===== config.mk =====
export PLATFORM = sky130hd
export DESIGN_NAME = dus_sequencer
export DESIGN_NICKNAME = d
export VERILOG_FILES = /design/src/design/dus_sequencer.v
export VERILOG_INCLUDE_DIRS = /design/src /design/src/design
export SDC_FILE = /design/constraint.sdc
export NUM_CORES = 1
export LEC_CHECK = 0
export BUFFER_PORTS_ARGS = -buffer_cell sky130_fd_sc_hd__buf_2
export CAP_MARGIN = 10
export CORE_AREA = 3 3 137 139
export CTS_BUF_LIST = sky130_fd_sc_hd__clkbuf_8
export DETAILED_ROUTE_END_ITERATION = 16
export DIE_AREA = 0 0 140 142
export PLACE_DENSITY = 0.87
export SKIP_LAST_GASP = 1
export SLEW_MARGIN = 20
export SYNTH_ARGS = -nofsm -noshare
export SYNTH_HDL_FRONTEND = slang
export SYNTH_SLANG_ARGS = --single-unit

===== constraint.sdc =====
create_clock -name clk -period 4.3 [get_ports clk]
set_input_delay 0.215 -clock clk [delete_from_list [all_inputs] [get_ports clk]]
set_output_delay 0.215 -clock clk [all_outputs]
set_load 0.01 [all_outputs]

===== src/design/dus_regs.vh =====
`ifndef DUS_REGS_VH
`define DUS_REGS_VH
// timing figures in nanoseconds; cycle counts derive from the 10 ns clock
`define DUS_CLK_NS 10
`define DUS_FAN_LOCK_NS 500000000
`define DUS_REV_TO_REPICK_NS 200000000
`define DUS_REV_RUN_NS 800000000
`define DUS_LEAD_STOP_NS 50000000
`define DUS_TRAIL_STOP_NS 50000000
`define DUS_REV_JAM_NS 1500000000
`define DUS_STAT_JAM_NS 2000000000
`define DUS_CAM_TURN_NS 300000000
`define DUS_GUIDE_STEP_NS 60000000
// longest times round down, least times round up
`define DUS_FAN_LOCK_CYC (`DUS_FAN_LOCK_NS / `DUS_CLK_NS)
`define DUS_REV_TO_REPICK_CYC ((`DUS_REV_TO_REPICK_NS + `DUS_CLK_NS - 1) / `DUS_CLK_NS)
`define DUS_REV_RUN_CYC (`DUS_REV_RUN_NS / `DUS_CLK_NS)
`define DUS_LEAD_STOP_CYC (`DUS_LEAD_STOP_NS / `DUS_CLK_NS)
`define DUS_TRAIL_STOP_CYC (`DUS_TRAIL_STOP_NS / `DUS_CLK_NS)
`define DUS_REV_JAM_CYC (`DUS_REV_JAM_NS / `DUS_CLK_NS)
`define DUS_STAT_JAM_CYC (`DUS_STAT_JAM_NS / `DUS_CLK_NS)
`define DUS_CAM_TURN_CYC (`DUS_CAM_TURN_NS / `DUS_CLK_NS)
`define DUS_GUIDE_STEP_CYC (`DUS_GUIDE_STEP_NS / `DUS_CLK_NS)
// guide positions, home first
`define DUS_POS_COUNT 5
`define DUS_POS_LETTER 3'h0
`define DUS_POS_A5 3'h4
// motor direction encoding
`define DUS_DIR_FWD 1'h0
`define DUS_DIR_REV 1'h1
`endif


===== src/design/dus_sequencer.v =====
// Behaviour
// - fan locked too long flags fan failure
// - repick forward feeds, reverse moves guide
// - adjust command reverses repick motor
// - forward command runs reverse motor forward
// - reverse command runs reverse motor backward
// - repick forward after delay from reversal
// - stop reverse motor after run period
// - stop repick after leading edge delay
// - repick command feeds page forward
// - stop repick after trailing edge delay
// - five guide positions, cyclic from home
// - adjust seeks home, steps, then stops
// - no home in two cam turns: guide fail
// - any jam halts and reports
// - no leading edge in window: reverse jam
// - no trailing edge in window: stationary jam
`timescale 1ns/1ns
`include "dus_regs.vh"
module dus_sequencer #(
    parameter [31:0] FAN_LOCK_CYC = `DUS_FAN_LOCK_CYC,
    parameter [31:0] REV_TO_REPICK_CYC = `DUS_REV_TO_REPICK_CYC,
    parameter [31:0] REV_RUN_CYC = `DUS_REV_RUN_CYC,
    parameter [31:0] LEAD_STOP_CYC = `DUS_LEAD_STOP_CYC,
    parameter [31:0] TRAIL_STOP_CYC = `DUS_TRAIL_STOP_CYC,
    parameter [31:0] REV_JAM_CYC = `DUS_REV_JAM_CYC,
    parameter [31:0] STAT_JAM_CYC = `DUS_STAT_JAM_CYC,
    parameter [31:0] CAM_TURN_CYC = `DUS_CAM_TURN_CYC,
    parameter [31:0] GUIDE_STEP_CYC = `DUS_GUIDE_STEP_CYC
) (
    input wire clk,
    input wire rst,
    input wire cmd_fwd,
    input wire cmd_rev,
    input wire cmd_repick,
    input wire cmd_adjust,
    input wire [2:0] cmd_size,
    input wire cmd_clear,
    input wire fan_locked,
    input wire repick_media_sensor,
    input wire guide_home_sensor,
    input wire face_up_sensor,
    output reg cooling_fan_on,
    output reg reverse_motor_run,
    output reg reverse_motor_dir,
    output reg repick_motor_run,
    output reg repick_motor_dir,
    output reg fan_fail,
    output reg guide_fail,
    output reg jam_reverse_delay,
    output reg jam_stationary,
    output reg busy,
    output reg face_up_open,
    output reg [2:0] guide_pos
);
    localparam [2:0] RS_IDLE = 3'h0;
    localparam [2:0] RS_FWD = 3'h1;
    localparam [2:0] RS_REV = 3'h2;
    localparam [2:0] RS_STOP = 3'h3;
    localparam [2:0] PS_IDLE = 3'h0;
    localparam [2:0] PS_WAIT = 3'h1;
    localparam [2:0] PS_ALIGN = 3'h2;
    localparam [2:0] PS_LSTOP = 3'h3;
    localparam [2:0] PS_FEED = 3'h4;
    localparam [2:0] PS_TSTOP = 3'h5;
    localparam [2:0] PS_HOME = 3'h6;
    localparam [2:0] PS_STEP = 3'h7;

    // three-stage sync; second and third must agree before a change counts
    reg [2:0] sy1_r, sy2_r, sy3_r, sen_r;
    wire [2:0] raw = {face_up_sensor, guide_home_sensor, repick_media_sensor};
    genvar gi;
    generate
        for (gi = 0; gi < 3; gi = gi + 1) begin : g_sync
            always @(posedge clk) begin
                if (rst) begin
                    sy1_r[gi] <= 1'h0;
                    sy2_r[gi] <= 1'h0;
                    sy3_r[gi] <= 1'h0;
                    sen_r[gi] <= 1'h0;
                end else begin
                    sy1_r[gi] <= raw[gi];
                    sy2_r[gi] <= sy1_r[gi];
                    sy3_r[gi] <= sy2_r[gi];
                    if (sy2_r[gi] == sy3_r[gi])
                        sen_r[gi] <= sy3_r[gi];
                end
            end
        end
    endgenerate
    reg fl1_r, fl2_r, fl3_r, fan_lk_r;
    always @(posedge clk) begin
        if (rst) begin
            fl1_r <= 1'h0;
            fl2_r <= 1'h0;
            fl3_r <= 1'h0;
            fan_lk_r <= 1'h0;
        end else begin
            fl1_r <= fan_locked;
            fl2_r <= fl1_r;
            fl3_r <= fl2_r;
            if (fl2_r == fl3_r)
                fan_lk_r <= fl3_r;
        end
    end

    wire media = sen_r[0];
    wire home = sen_r[1];
    reg media_d_r;
    wire lead_edge = media & ~media_d_r;
    wire trail_edge = ~media & media_d_r;

    // maps a size code onto the five guide positions; any code past A5 selects the home (letter) position
    function [2:0] dus_wrap;
        input [2:0] p;
        begin
            dus_wrap = (p >= `DUS_POS_COUNT) ? `DUS_POS_LETTER : p;
        end
    endfunction

    reg [2:0] rs_r, ps_r;
    reg [31:0] rcnt_r, pcnt_r, fcnt_r, jcnt_r;
    reg [2:0] target_r;
    reg rjam_arm_r, sjam_arm_r;
    wire jam_any = jam_reverse_delay | jam_stationary;
    wire halt = jam_any | guide_fail;

    // fan runs whenever out of reset, jam or not; lock watchdog counts while locked
    always @(posedge clk) begin
        if (rst) begin
            cooling_fan_on <= 1'h0;
            fcnt_r <= 32'h0;
            fan_fail <= 1'h0;
            face_up_open <= 1'h0;
        end else begin
            cooling_fan_on <= 1'h1;
            face_up_open <= sen_r[2];
            if (!cooling_fan_on || !fan_lk_r)
                fcnt_r <= 32'h0;
            else if (fcnt_r < FAN_LOCK_CYC)
                fcnt_r <= fcnt_r + 32'h1;
            if (cooling_fan_on && fan_lk_r && fcnt_r + 32'h1 >= FAN_LOCK_CYC)
                fan_fail <= 1'h1;
            else if (cmd_clear)
                fan_fail <= 1'h0;
        end
    end

    // reverse motor sequencer
    always @(posedge clk) begin
        if (rst) begin
            rs_r <= RS_IDLE;
            rcnt_r <= 32'h0;
            reverse_motor_run <= 1'h0;
            reverse_motor_dir <= `DUS_DIR_FWD;
        end else if (halt) begin
            rs_r <= RS_IDLE;
            reverse_motor_run <= 1'h0;
        end else begin
            case (rs_r)
                RS_IDLE, RS_FWD: begin
                    if (cmd_rev) begin
                        rs_r <= RS_REV;
                        rcnt_r <= 32'h0;
                        reverse_motor_run <= 1'h1;
                        reverse_motor_dir <= `DUS_DIR_REV;
                    end else if (cmd_fwd) begin
                        rs_r <= RS_FWD;
                        reverse_motor_run <= 1'h1;
                        reverse_motor_dir <= `DUS_DIR_FWD;
                    end
                end
                RS_REV: begin
                    rcnt_r <= rcnt_r + 32'h1;
                    if (rcnt_r + 32'h1 >= REV_RUN_CYC) begin
                        rs_r <= RS_STOP;
                        reverse_motor_run <= 1'h0;
                    end
                end
                RS_STOP: rs_r <= RS_IDLE;
                default: rs_r <= RS_IDLE;
            endcase
        end
    end
    wire rev_start = !halt && (rs_r == RS_IDLE || rs_r == RS_FWD) && cmd_rev;

    // re-pickup motor and guide sequencer
    always @(posedge clk) begin
        if (rst) begin
            ps_r <= PS_IDLE;
            pcnt_r <= 32'h0;
            repick_motor_run <= 1'h0;
            repick_motor_dir <= `DUS_DIR_FWD;
            guide_pos <= `DUS_POS_LETTER;
            target_r <= `DUS_POS_LETTER;
            guide_fail <= 1'h0;
            busy <= 1'h0;
            media_d_r <= 1'h0;
        end else begin
            media_d_r <= media;
            if (cmd_clear && ps_r == PS_IDLE)
                guide_fail <= 1'h0;
            if (halt && ps_r != PS_IDLE) begin
                ps_r <= PS_IDLE;
                repick_motor_run <= 1'h0;
                busy <= 1'h0;
            end else begin
                case (ps_r)
                    PS_IDLE: begin
                        if (rev_start) begin
                            ps_r <= PS_WAIT;
                            pcnt_r <= 32'h0;
                            busy <= 1'h1;
                        end else if (cmd_repick && !halt) begin
                            ps_r <= PS_FEED;
                            repick_motor_run <= 1'h1;
                            repick_motor_dir <= `DUS_DIR_FWD;
                            busy <= 1'h1;
                        end else if (cmd_adjust && !halt) begin
                            ps_r <= PS_HOME;
                            pcnt_r <= 32'h0;
                            target_r <= dus_wrap(cmd_size);
                            repick_motor_run <= 1'h1;
                            repick_motor_dir <= `DUS_DIR_REV;
                            busy <= 1'h1;
                        end
                    end
                    PS_WAIT: begin
                        pcnt_r <= pcnt_r + 32'h1;
                        if (pcnt_r + 32'h1 >= REV_TO_REPICK_CYC) begin
                            ps_r <= PS_ALIGN;
                            repick_motor_run <= 1'h1;
                            repick_motor_dir <= `DUS_DIR_FWD;
                        end
                    end
                    PS_ALIGN: begin
                        if (lead_edge) begin
                            ps_r <= PS_LSTOP;
                            pcnt_r <= 32'h0;
                        end
                    end
                    PS_LSTOP: begin
                        pcnt_r <= pcnt_r + 32'h1;
                        if (pcnt_r + 32'h1 >= LEAD_STOP_CYC) begin
                            ps_r <= PS_IDLE;
                            repick_motor_run <= 1'h0;
                            busy <= 1'h0;
                        end
                    end
                    PS_FEED: begin
                        if (trail_edge) begin
                            ps_r <= PS_TSTOP;
                            pcnt_r <= 32'h0;
                        end
                    end
                    PS_TSTOP: begin
                        pcnt_r <= pcnt_r + 32'h1;
                        if (pcnt_r + 32'h1 >= TRAIL_STOP_CYC) begin
                            ps_r <= PS_IDLE;
                            repick_motor_run <= 1'h0;
                            busy <= 1'h0;
                        end
                    end
                    PS_HOME: begin
                        pcnt_r <= pcnt_r + 32'h1;
                        if (home) begin
                            ps_r <= PS_STEP;
                            guide_pos <= `DUS_POS_LETTER;
                            pcnt_r <= 32'h0;
                        end else if (pcnt_r + 32'h1 >= {CAM_TURN_CYC[30:0], 1'h0}) begin
                            guide_fail <= 1'h1;
                            repick_motor_run <= 1'h0;
                            ps_r <= PS_IDLE;
                            busy <= 1'h0;
                        end
                    end
                    PS_STEP: begin
                        if (guide_pos == target_r) begin
                            ps_r <= PS_IDLE;
                            repick_motor_run <= 1'h0;
                            busy <= 1'h0;
                        end else if (pcnt_r + 32'h1 >= GUIDE_STEP_CYC) begin
                            pcnt_r <= 32'h0;
                            guide_pos <= (guide_pos == `DUS_POS_A5) ? `DUS_POS_LETTER
                                : guide_pos + 3'h1;
                        end else begin
                            pcnt_r <= pcnt_r + 32'h1;
                        end
                    end
                    default: ps_r <= PS_IDLE;
                endcase
            end
        end
    end

    // jam windows; set wins over clear; controller handles fallback itself
    always @(posedge clk) begin
        if (rst) begin
            jcnt_r <= 32'h0;
            rjam_arm_r <= 1'h0;
            sjam_arm_r <= 1'h0;
            jam_reverse_delay <= 1'h0;
            jam_stationary <= 1'h0;
        end else begin
            if (rev_start) begin
                rjam_arm_r <= 1'h1;
                sjam_arm_r <= 1'h0;
                jcnt_r <= 32'h0;
            end else if (ps_r == PS_IDLE && cmd_repick && !halt) begin
                sjam_arm_r <= 1'h1;
                rjam_arm_r <= 1'h0;
                jcnt_r <= 32'h0;
            end else if (rjam_arm_r || sjam_arm_r) begin
                jcnt_r <= jcnt_r + 32'h1;
            end
            if (rjam_arm_r && lead_edge)
                rjam_arm_r <= 1'h0;
            if (sjam_arm_r && trail_edge)
                sjam_arm_r <= 1'h0;
            if (rjam_arm_r && !lead_edge && jcnt_r + 32'h1 >= REV_JAM_CYC) begin
                jam_reverse_delay <= 1'h1;
                rjam_arm_r <= 1'h0;
            end else if (cmd_clear)
                jam_reverse_delay <= 1'h0;
            if (sjam_arm_r && !trail_edge && jcnt_r + 32'h1 >= STAT_JAM_CYC) begin
                jam_stationary <= 1'h1;
                sjam_arm_r <= 1'h0;
            end else if (cmd_clear)
                jam_stationary <= 1'h0;
        end
    end
endmodule


# Word-level counts from Yosys, hierarchy flattened
# Index checks and enable logic that the tools add are counted.
# word_totals
reg_bits	170
in_bits	14
out_inout_bits	14
elab_cells	219
# classes
add_sub_neg	5
n_lt_le_gt_ge	10
eq_ne	34
n_mux	65
bitwise_logic	10
n_reduce_logical	57
# op_table
cell	count
32-bit 2-to-1 mux	9
32-bit one-hot mux with 6 select lines	1
32-bit by 1-bit adder with 32-bit output (second input constant)	4
32-bit by 23-bit greater-or-equal comparator with 1-bit output (second input constant)	2
32-bit by 26-bit greater-or-equal comparator with 1-bit output (second input constant)	2
32-bit by 28-bit greater-or-equal comparator with 1-bit output (second input constant)	2
32-bit one-hot mux with 2 select lines	1
3-bit 2-to-1 mux	18
32-bit by 25-bit greater-or-equal comparator with 1-bit output (second input constant)	1
32-bit by 27-bit greater-or-equal comparator with 1-bit output (second input constant)	1
32-bit by 26-bit < comparator with 1-bit output (second input constant)	1
1-bit 2-to-1 mux	29
2-bit inequality test (second input constant)	12
3-bit one-hot mux with 7 select lines	1
1-bit logical AND	16
2-bit nonzero test	8
3-bit equality test (second input constant)	5
3-bit inequality test (second input constant)	5
5-bit AND reduction	3
3-bit one-hot mux with 2 select lines	2
6-bit AND reduction	2
2-bit OR reduction	5
3-bit by 2-bit equality test with 1-bit output (second input constant)	3
3-bit AND reduction	3
other kinds (24)	45

# Longest topological paths before layout
# Gate-level depths: netlist of run 1.
# logic_depth
ltp_word	8
ltp_mapped	14
mapped_depth_nobuf	10

# Worst setup path before layout of run 1
# No wires, ideal clock.
# synth_timing
path_kind	reg2reg
start	register pcnt_r[0]
end	register ps_r[2]
setup_time_ps	119
arrival_time_ps	2936
t_required_ps	4181
path_slack_ps	1245
stages_incl_launch_ff	11
n_path_buf	0
synth_period_minus_slack_ps	3055
path_cell_list	dfxtp_1 -> ha_1 -> nand3_4 -> or4_1 -> nor3_1 -> mux2i_1 -> a22oi_1 -> o31ai_4 -> o21bai_2 -> or3_4 -> o221a_1
# synth_between
elab_chain_cells	4
elab_cells_between_ends	8
classes_between	add/sub (1); order compare (3); eq/ne (3); reduce/logical (1)
# synth_lines
element	line	rtl
from (decl)	dus_sequencer.v:122	reg [31:0] rcnt_r, pcnt_r, fcnt_r, jcnt_r;
from (signal assigned)	dus_sequencer.v:229	pcnt_r <= pcnt_r + 32'h1;
from (signal assigned)	dus_sequencer.v:243	pcnt_r <= pcnt_r + 32'h1;
from (signal assigned)	dus_sequencer.v:257	pcnt_r <= pcnt_r + 32'h1;
32-bit by 1-bit adder with 32-bit output (*)	--	
32-bit by 26-bit greater-or-equal comparator with 1-bit output (tied with other cells)	dus_sequencer.v:270	end else if (pcnt_r + 32'h1 >= {CAM_TURN_CYC[30:0], 1'h0}) begin
3-bit inequality test (no line) (tied with other cells)	--	
7-bit AND reduction (no line) (*)	--	
to (signal assigned)	dus_sequencer.v:231	ps_r <= PS_ALIGN;
to (signal assigned)	dus_sequencer.v:245	ps_r <= PS_IDLE;
to (signal assigned)	dus_sequencer.v:259	ps_r <= PS_IDLE;
to (decl)	dus_sequencer.v:121	reg [2:0] rs_r, ps_r;
# Every way passes the cells marked *; elsewhere a longest branch is shown, timed or not.
# A chain may end at the register's enable or synchronous reset.

# Final worst setup path of run 1
# layout_timing
start	register pcnt_r[0]
end	register pcnt_r[7]
# layout_between
elab_chain_cells	5
elab_cells_between_ends	6
classes_between	add/sub (1); order compare (1); mux (4)
# layout_lines
element	line	rtl
32-bit by 1-bit adder with 32-bit output (*)	--	
32-bit by 23-bit greater-or-equal comparator with 1-bit output	dus_sequencer.v:282	end else if (pcnt_r + 32'h1 >= GUIDE_STEP_CYC) begin
32-bit 2-to-1 mux	dus_sequencer.v:282	
32-bit 2-to-1 mux	dus_sequencer.v:278	if (guide_pos == target_r) begin
32-bit one-hot mux with 6 select lines (*)	dus_sequencer.v:208	case (ps_r)
# Every way passes the cells marked *; elsewhere a longest branch is shown, timed or not. The select of a mux whose other input is x is not followed.

==> flow_summary.yaml, run 1 <==
placement:
  dp.cells: 1570
  pre_cts_ws_ns: 0.795
  port_buffers: 27
  dp_hpwl_um: 17500
  place.gp.congestion: 0.932
clock_tree:
  cts_inserted_buffers: 17
  worstSkewPairLatency_ns: 0.47
  clkTransAtPathRegs_ns: 0.10
  cts_tree: "yes"
  ctsResizeCount: 0
  ctsLongestPathBuffers: 2
  cts_root_buf: "clkbuf_8"
  cts_sinks: 169
  h-tree-depth: 4
  cts_setup_buffers: 0
global_routing:
  grt_usage: 0.251
  grt_pass1_vias: 9059
  grt.overflow.total: 0
  antenna_found_initial: 1
  grt_pass1_wl_um: 42800
  grt_start_max_net_pins: 71
critical_path:
  critPathSlowestCell: "nor4_4"
  cp_top_family: "simple AND/OR/NAND/NOR gates"
  end_kind: "flip-flop"
  critPathBufInv: 0
  cp-start-kind: "flip-flop"
  crit_path_frequent_cell: "nand3_1"
  path_class: "reg -> reg"
  slowest_delay_ns: 0.51
  worstPathCellList: "ha_1 -> nand3_4 -> nor4_4 -> nand3_1 -> or3_1 -> o2bb2ai_1 -> nand3_1 -> o21ai_2 -> nand2_1 -> o32ai_1"
  critPathArrivalTime_ns: 4.02
  crit_fanout: 16
  worstPathRequired_ns: 4.67
cells_and_area:
  final_cell_mix: "169 x dfxtp_1, 163 x nor2_1, 131 x nand2_1"
  area_growth_syn_to_layout_pct: 5.29
  ff_latch_area_sq_um: 3380
  drive_above_1_share: 0.0849
  instances_no_fill: 1608
  nNetsFinal: 1387
  layout_commonest_cell: "dfxtp_1"
  fill_cells: 1561
  multi_input_area_sq_um: 6680
run:
  maxCapViolCount: 0
floorplan:
  core-area_sq_um: 17800
  die_area_sq_um: 19900
  boundaryPins: 28
  start_util: 0.596
  die_h_um: 142
  die_x_um: 140
  row_count: 49
timing:
  skew_ns: 0.0118
  hold_viol: 0
  fmax_mhz: 274
  fin_ws_ns: 0.651
  relSlewSlack: 0.327
  finalCritPeriodShare: 0.849
  setup_viol: 0
  finalMaxSlewViolations: 0
  rsz0062_at_grt: "false"
  worstMarginPinSlew_ns: 1.00
  min_period_ns: 3.65
  hold_ws_ns: 0.0892
  finalSetupTns_ns: 0
pwr:
  p_leak_nw: 3.80
  netSwitchingPower_w: 0.00130
  pwr-share-comb: 0.220
  ir_worst_vdd_uv: 355
  seq_power_share: 0.466
  p_int_w: 0.00230
  power.density_nw_per_um2: 323
  p_sw_frac: 0.362
  clockPowerShare: 0.314
synthesis:
  async_reset_ff_frac: 0
  synth_fp_nets: 1423
  synth_edf_count: 0
  yosysSeqAreaShare: 0.319
  synth_area_sq_um: 10600
  synth_cell_types: 88
  synth-seq-cells: 169
  synth_top_cell_by_area: "dfxtp_1"
  yosys_warnings: 0
  syn_inst: 1401
  yosysTopAreaCellShare: 0.319
  ys.flop_type: "dfxtp_1"
  synth_area_leaders: "dfxtp_1 32%, nor2_1 5.8%, xor2_1 5.1%"
  avgSynthCellArea_sq_um: 7.56
routing:
  vias: 10192
  dr.pass1.iters: 6
  ant_nets: 0
  drt-vias-per-instance: 6.34
  wirelength_um: 25600
  drtIter0Drc: 786
  avgRoutedWirePerCell_um: 15.9
  drc_errors: 0
min_path:
  min_path_type: "in -> reg"
status:
  run_status: "finished, final reports clean"
[registers in the layout (all words and copies together) (netlist names), 2 cells and up]
| name | count |
|---|---|
| fcnt_r | 32 |
| guide_pos | 3 |
| jcnt_r | 32 |
| pcnt_r | 32 |
| ps_r | 3 |
| rcnt_r | 32 |
| rs_r | 2 |
| sy1_r | 3 |
| sy2_r | 3 |
| sy3_r | 3 |
| target_r | 3 |
[per-layer routing]
layer / wire length (um) / up-vias / track usage
met5: 0 / - / 0
met4: 605 / 0 / 0.0918
met3: 1520 / 52 / 0.0484
met2: 11900 / 339 / 0.402
met1: 11600 / 4794 / 0.341
li1: - / 5007 / -
[power groups by stage]
stage                     Sequential [W]  Clock (W)  Combinational [W]
after floorplan                  0.00168          0           0.000601
after global routing             0.00169    0.00121           0.000872
after CTS                        0.00168    0.00115           0.000783
after detailed placement         0.00172          0           0.000774
after global placement           0.00171          0           0.000757
final                            0.00168    0.00113           0.000793
[logic make-up (layout without fill, tap and decap cells)]
group / after synthesis / in the layout / synth area share
compound gates: 312 / 312 / 0.194
other cells: 0 / 1 / 0
mux: 7 / 7 / 0.00661
simple gates: 674 / 674 / 0.336
fa+ha+maj: 8 / 8 / 0.00945
buf+inv: 132 / 109 / 0.0522
xor+xnor: 99 / 99 / 0.0818
flops: 169 / 169 / 0.319
[Yosys cell counts (7+ instances only)]
| cell type | n |
|---|---|
| nand3_1 | 96 |
| ha_1 | 8 |
| a31oi_1 | 32 |
| nor4_1 | 16 |
| nor4_2 | 8 |
| nand2_1 | 131 |
| nor2_1 | 163 |
| inv_1 | 32 |
| mux2i_1 | 7 |
| nand2b_1 | 16 |
| nor2b_1 | 20 |
| xor2_1 | 62 |
| o211ai_1 | 7 |
| xnor2_1 | 37 |
| a211oi_1 | 12 |
| dfxtp_1 | 169 |
| o31ai_1 | 7 |
| and3_1 | 29 |
| a22oi_1 | 7 |
| or4_1 | 7 |
| clkbuf_1 | 72 |
| and2_1 | 21 |
| o21ai_1 | 15 |
| buf_2 | 18 |
| and4_1 | 13 |
| o32ai_1 | 15 |
| a21oi_1 | 98 |
| o21ai_0 | 49 |
| nand4_1 | 44 |
| nor3_1 | 45 |
| or3_1 | 25 |
[worst reg2reg max path: stages (launching register included)]
cell	delay, ns
dfxtp_1	0.46
ha_1	0.36
nand3_4	0.25
nor4_4	0.51
nand3_1	0.18
or3_1	0.38
o2bb2ai_1	0.23
nand3_1	0.18
o21ai_2	0.21
nand2_1	0.41
o32ai_1	0.41
[per-stage QoR]
step / total power [W] / cell area [sq um] / util
floorplan: 0.00228 / 10600 / -
global placement: 0.00247 / 10700 / 0.602
detailed placement: 0.00249 / 10700 / 0.602
CTS: 0.00361 / 11200 / 0.627
global route: 0.00378 / 11200 / 0.627
finish: 0.00361 / 11200 / 0.627
[final cells by class]
type                    instances  area share
diodes                          1    0.000224
clock inverters                14      0.0136
inverters                      33      0.0111
repair buffers                 44      0.0249
clock buffers                  18      0.0222
flip-flops and latches        169       0.303
multi-input cells            1100       0.599
well taps                     229      0.0257
[worst paths after layout]
kind                     startpoint                        to  slack [ns]  cells past startpoint
max          pcnt_r[0]$_SDFFE_PP0P_    pcnt_r[7]$_SDFFE_PP0P_        0.65                     10
min                     cmd_size[2]  target_r[0]$_SDFFE_PP0P_        0.09                      4
max reg2reg  pcnt_r[0]$_SDFFE_PP0P_    pcnt_r[7]$_SDFFE_PP0P_        0.65                     10
min reg2reg     sy1_r[1]$_SDFF_PP0_       sy2_r[1]$_SDFF_PP0_        0.44                      1
[timing repair]
item,CTS,global route
endpoints found under the hold margin,5,0
hold buffers,5,0
endpoints found under the setup margin,0,0
No activity file was read; power rests on OpenSTA's default activity.
==> inputs of run 2 (changes only) <==
--- a/config.mk
+++ b/config.mk
@@ -8,11 +8,11 @@
 export LEC_CHECK = 0
 export BUFFER_PORTS_ARGS = -buffer_cell sky130_fd_sc_hd__buf_2
 export CAP_MARGIN = 10
-export CORE_AREA = 3 3 137 139
+export CORE_AREA = 3 3 139 141
 export CTS_BUF_LIST = sky130_fd_sc_hd__clkbuf_8
 export DETAILED_ROUTE_END_ITERATION = 16
-export DIE_AREA = 0 0 140 142
-export PLACE_DENSITY = 0.87
+export DIE_AREA = 0 0 142 144
+export PLACE_DENSITY = 0.88
 export SKIP_LAST_GASP = 1
 export SLEW_MARGIN = 20
 export SYNTH_ARGS = -nofsm -noshare
==> constraint.sdc (replaced) <==
create_clock -name clk -period 3.35 [get_ports clk]
set_input_delay 0.1675 -clock clk [delete_from_list [all_inputs] [get_ports clk]]
set_output_delay 0.1675 -clock clk [all_outputs]
set_load 0.01 [all_outputs]
==> flow_summary.yaml, run 2 (synthesis results as in run 1) <==
clock_tree:
  worstSkewPairLatency_ns: 0.47
  clkTransAtPathRegs_ns: 0.10
  ctsLongestPathBuffers: 2
  cts_inserted_buffers: 17
  cts_sinks: 169
  cts_root_buf: "clkbuf_8"
  h-tree-depth: 4
  cts_tree: "yes"
global_routing:
  grt_usage: 0.265
  grt_start_max_net_pins: 96
  grt_pass1_wl_um: 45500
  grt_pass1_vias: 9521
  grt.overflow.total: 0
  antenna_found_initial: 0
critical_path:
  critPathBufInv: 0
  reg2reg_depth: 9
  slowest_delay_ns: 0.58
  crit_start: "pcnt_r[7]$_SDFFE_PP0P_"
  r2r-start: "pcnt_r[7]$_SDFFE_PP0P_"
  crit_cells: 9
  worstPathRequired_ns: 3.71
  path_class: "reg -> reg"
  worstSetupEndpoint: "ps_r[2]$_SDFFE_PP0P_"
  cp-start-kind: "flip-flop"
  r2r-end: "ps_r[2]$_SDFFE_PP0P_"
  critPathArrivalTime_ns: 3.60
  worstPathCellList: "and4_2 -> nand4_4 -> or4_4 -> nand2_1 -> o211ai_1 -> nor3_1 -> o32ai_1 -> or3_4 -> o221a_1"
  critPathSlowestCell: "or4_4"
  crit_fanout: 13
  cp_top_family: "simple AND/OR/NAND/NOR gates"
  r2r_slack_ns: 0.12
  end_kind: "flip-flop"
pwr:
  power.density_nw_per_um2: 427
  p_leak_nw: 4.03
  ir_worst_vdd_uv: 392
cells_and_area:
  multi_input_area_sq_um: 6720
  layout_commonest_cell: "dfxtp_1"
  final_cell_mix: "165 x dfxtp_1, 162 x nor2_1, 131 x nand2_1"
  nNetsFinal: 1427
  fill_cells: 1511
  ff_latch_area_sq_um: 3390
  area_growth_syn_to_layout_pct: 9.06
  n_antenna_cell: 0
  post-route-util: 0.639
  drive_above_1_share: 0.118
timing:
  min_period_ns: 3.23
  setup_viol: 0
  hold_viol: 0
  finalSetupTns_ns: 0
  skew_ns: 0.0123
  hold_ws_ns: 0.0611
  relSlewSlack: 0.307
  worstMarginPinSlew_ns: 1.04
  finalMaxSlewViolations: 0
  fmax_mhz: 309
  finalCritPeriodShare: 0.965
run:
  maxCapViolCount: 0
floorplan:
  die_area_sq_um: 20400
  row_count: 49
  boundaryPins: 28
  start_util: 0.586
  core-area_sq_um: 18100
  die_x_um: 142
  die_h_um: 144
routing:
  drtIter0Drc: 936
  avgRoutedWirePerCell_um: 16.8
  ant_nets: 0
  drc_errors: 0
  dr.pass1.iters: 5
  vias: 10560
  drt-vias-per-instance: 6.41
  wirelength_um: 27600
placement:
  port_buffers: 27
  place.gp.congestion: 0.948
  dp_hpwl_um: 18600
min_path:
  min_path_type: "in -> reg"
status:
  run_status: "finished, final reports clean"
==> run 2: cell types whose count changed in the layout (fill, tap and decap cells not counted), moves of 2 or more <==
cell | previous run | this run
buf_4 | 13 | 51
bufinv_16 | 0 | 2
dfxtp_1 | 169 | 165
dfxtp_2 | 0 | 4
==> run 2: report_power, final <==
group	internal (W)	leakage (nW)	switching, W
clock network	0.000714	0.203	0.000861
registers	0.00207	1.37	0.0000905
logic	0.000441	2.46	0.000766
total	0.00322	4.03	0.00172
==> run 2: timing repair <==
| item | 4_1_cts | 5_1_grt |
|---|---|---|
| setup endpoints to repair | 1 | 26 |
| buffers inserted | 0 | 0 |
| hold endpoints to repair | 5 | 0 |
| gates resized for setup | 1 | 11 |
| hold buffers | 5 | 0 |
==> run 2: worst min path at each step <==
stage / from / to / slack [ns] / depth (start not counted)
final: cmd_size[0] / target_r[2]$_SDFFE_PP0P_ / 0.06 / 4
after global routing: cmd_size[0] / target_r[2]$_SDFFE_PP0P_ / 0.05 / 4
after CTS: cmd_size[1] / target_r[2]$_SDFFE_PP0P_ / 0.04 / 4
after detailed placement: guide_home_sensor / sy1_r[1]$_SDFF_PP0_ / 0.39 / 2
after global placement: guide_home_sensor / sy1_r[1]$_SDFF_PP0_ / 0.38 / 2
after floorplan: cmd_clear / jam_reverse_delay$_SDFFE_PP0P_ / 0.28 / 1
==> run 2: area by class of cell <==
type	count	share of cell area
Inverter	33	0.0107
Timing Repair Buffer	84	0.0528
Clock inverter	14	0.0158
Multi-Input combinational cell	1100	0.581
Tap cell	229	0.0248
Sequential cell	169	0.293
Clock buffer	18	0.0214
==> run 2: per-stage QoR <==
stage	instances	instance area, sq um	worst slack [ns]	power, W
floorplan	1401	10600	0.295	0.00292
global placement	1609	11000	0.127	0.00328
detailed placement	1609	11000	0.0183	0.00330
CTS	1646	11500	0.0520	0.00486
global route	1647	11600	-0.00196	0.00514
finish	1647	11600	0.117	0.00494
==> run 2: layer usage <==
metal | routed length (um) | track usage | vias up
met1 | 11900 | 0.344 | 4911
met2 | 12800 | 0.427 | 458
li1 | - | - | 5089
met3 | 1800 | 0.0516 | 102
met4 | 1110 | 0.121 | 0
met5 | 0 | 0 | -
==> run 2: worst reg2reg max path, stage by stage, from the launching register on <==
cell,delay [ns]
dfxtp_1,0.46
and4_2,0.35
nand4_4,0.26
or4_4,0.58
nand2_1,0.19
o211ai_1,0.13
nor3_1,0.28
o32ai_1,0.20
or3_4,0.44
o221a_1,0.22
==> inputs of run 3 (changes only) <==
--- a/config.mk
+++ b/config.mk
@@ -13,6 +13,7 @@
 export DETAILED_ROUTE_END_ITERATION = 16
 export DIE_AREA = 0 0 142 144
 export PLACE_DENSITY = 0.88
+export REMOVE_ABC_BUFFERS = 1
 export SKIP_LAST_GASP = 1
 export SLEW_MARGIN = 20
 export SYNTH_ARGS = -nofsm -noshare
==> flow_summary.yaml, run 3 (synthesis results as in run 1) <==
global_routing:
  grt_usage: 0.250
  grt_pass1_vias: 9428
  antenna_found_initial: 0
  grt_pass1_wl_um: 43600
  grt.overflow.total: 0
  grt_start_max_net_pins: 60
cells_and_area:
  n_antenna_cell: 0
  area_growth_syn_to_layout_pct: 8.36
  instances_no_fill: 1647
  layout_commonest_cell: "dfxtp_1"
  fin_area_sq_um: 11500
  final_cell_mix: "164 x dfxtp_1, 163 x nor2_1, 130 x nand2_1"
  drive_above_1_share: 0.111
  nNetsFinal: 1427
  post-route-util: 0.635
critical_path:
  critPathArrivalTime_ns: 3.52
  crit_fanout: 6
  r2r-end: "ps_r[2]$_SDFFE_PP0P_"
  worstPathRequired_ns: 3.72
  reg2reg_depth: 11
  end_kind: "flip-flop"
  cp-start-kind: "flip-flop"
  r2r_slack_ns: 0.20
  path_class: "reg -> reg"
  r2r-start: "pcnt_r[1]$_SDFFE_PP0P_"
  crit_start: "pcnt_r[1]$_SDFFE_PP0P_"
floorplan:
  die_area_sq_um: 20400
  boundaryPins: 28
  row_count: 49
  start_util: 0.586
  die_h_um: 144
  die_x_um: 142
  core-area_sq_um: 18100
timing:
  finalMaxSlewViolations: 0
  relSlewSlack: 0.541
  skew_ns: 0.0173
  fin_ws_ns: 0.196
  rsz0062_at_grt: "false"
  hold_viol: 0
  setup_viol: 0
  min_period_ns: 3.15
  finalSetupTns_ns: 0
  finalCritPeriodShare: 0.941
  worstMarginPinSlew_ns: 0.683
  fmax_mhz: 317
clock_tree:
  cts_sinks: 169
  worstSkewPairLatency_ns: 0.49
  cts_inserted_buffers: 17
  cts_root_buf: "clkbuf_8"
  h-tree-depth: 4
  clkTransAtPathRegs_ns: 0.11
  cts_tree: "yes"
  ctsLongestPathBuffers: 2
run:
  maxCapViolCount: 0
min_path:
  min_from: "cmd_rev"
  min_path_type: "in -> reg"
  holdPathStages: 3
  hold_end: "rs_r[0]$_SDFFE_PP0P_"
routing:
  drt-vias-per-instance: 6.32
  vias: 10408
  avgRoutedWirePerCell_um: 15.8
  wirelength_um: 26100
  drtIter0Drc: 706
  dr.pass1.iters: 6
  ant_nets: 0
  drc_errors: 0
placement:
  placed_area_sq_um: 11000
  pre_cts_ws_ns: 0.170
  dp_hpwl_um: 18100
  dp.cells: 1604
  place.gp.congestion: 0.960
  port_buffers: 27
pwr:
  ir_worst_vdd_uv: 244
  p_leak_nw: 4.00
  power.density_nw_per_um2: 409
status:
  run_status: "finished, final reports clean"
[run 3: cell types whose count changed in the layout (fill, tap and decap cells not counted), moves of 2 or more]
cell           change
bufinv_16          -2
clkinvlp_4         -2
dlygate4sd3_1      +4
buf_4              -2
clkinv_8           +3
[run 3: layer usage]
layer / track usage / part of all wire / wire length (um)
met5: 0 / 0 / 0
met1: 0.327 / 0.45 / 11700
met4: 0.0879 / 0.019 / 492
met3: 0.0450 / 0.059 / 1530
met2: 0.418 / 0.47 / 12300
[run 3: final cells by class]
class,instances,area (sq um)
clock buffer,17,234
timing repair buffer,84,588
fill,1537,6610
tap,229,287
inverter,33,124
sequential,169,3390
multi-input combinational,1100,6680
clock inverter,15,176
[run 3: critical path: stages, from the launching register on]
cell	delay (ns)
dfxtp_1	0.35
ha_1	0.21
buf_4	0.16
nand4_1	0.11
or4_1	0.50
xnor2_1	0.20
nor4_1	0.31
o211ai_1	0.12
nor3_1	0.24
o32ai_1	0.18
or3_4	0.43
o221a_1	0.23
[run 3: worst max-delay path by stage]
stage | to | slack (ns) | cells past startpoint
global placement | pcnt_r[6]$_SDFFE_PP0P_ | 0.28 | 10
finish | ps_r[2]$_SDFFE_PP0P_ | 0.20 | 11
floorplan | pcnt_r[7]$_SDFFE_PP0P_ | -1.01 | 10
detailed placement | ps_r[2]$_SDFFE_PP0P_ | 0.17 | 9
global route | ps_r[2]$_SDFFE_PP0P_ | 0.01 | 10
CTS | ps_r[2]$_SDFFE_PP0P_ | 0.11 | 9
[run 3: stage by stage]
step                hold slack, ns  power, W
finish                      0.0985   0.00470
global route                0.0850   0.00492
CTS                         0.0676   0.00472
detailed placement           0.381   0.00324
global placement             0.376   0.00321
floorplan                    0.237   0.00282
[run 3: power by group]
| group | internal (W) | leakage, nW | switching (W) | total, W |
|---|---|---|---|---|
| combinational | 0.000352 | 2.44 | 0.000726 | 0.00108 |
| clock | 0.000567 | 0.198 | 0.000901 | 0.00147 |
| sequential | 0.00206 | 1.37 | 0.0000867 | 0.00215 |
| total | 0.00298 | 4.00 | 0.00171 | 0.00470 |
[run 3: repair_timing]
action | CTS | global route
gates resized for setup | 0 | 6
hold buffers | 9 | 0
endpoints found under the setup margin | 0 | 10
buffers inserted | 0 | 2
hold endpoints to repair | 8 | 0
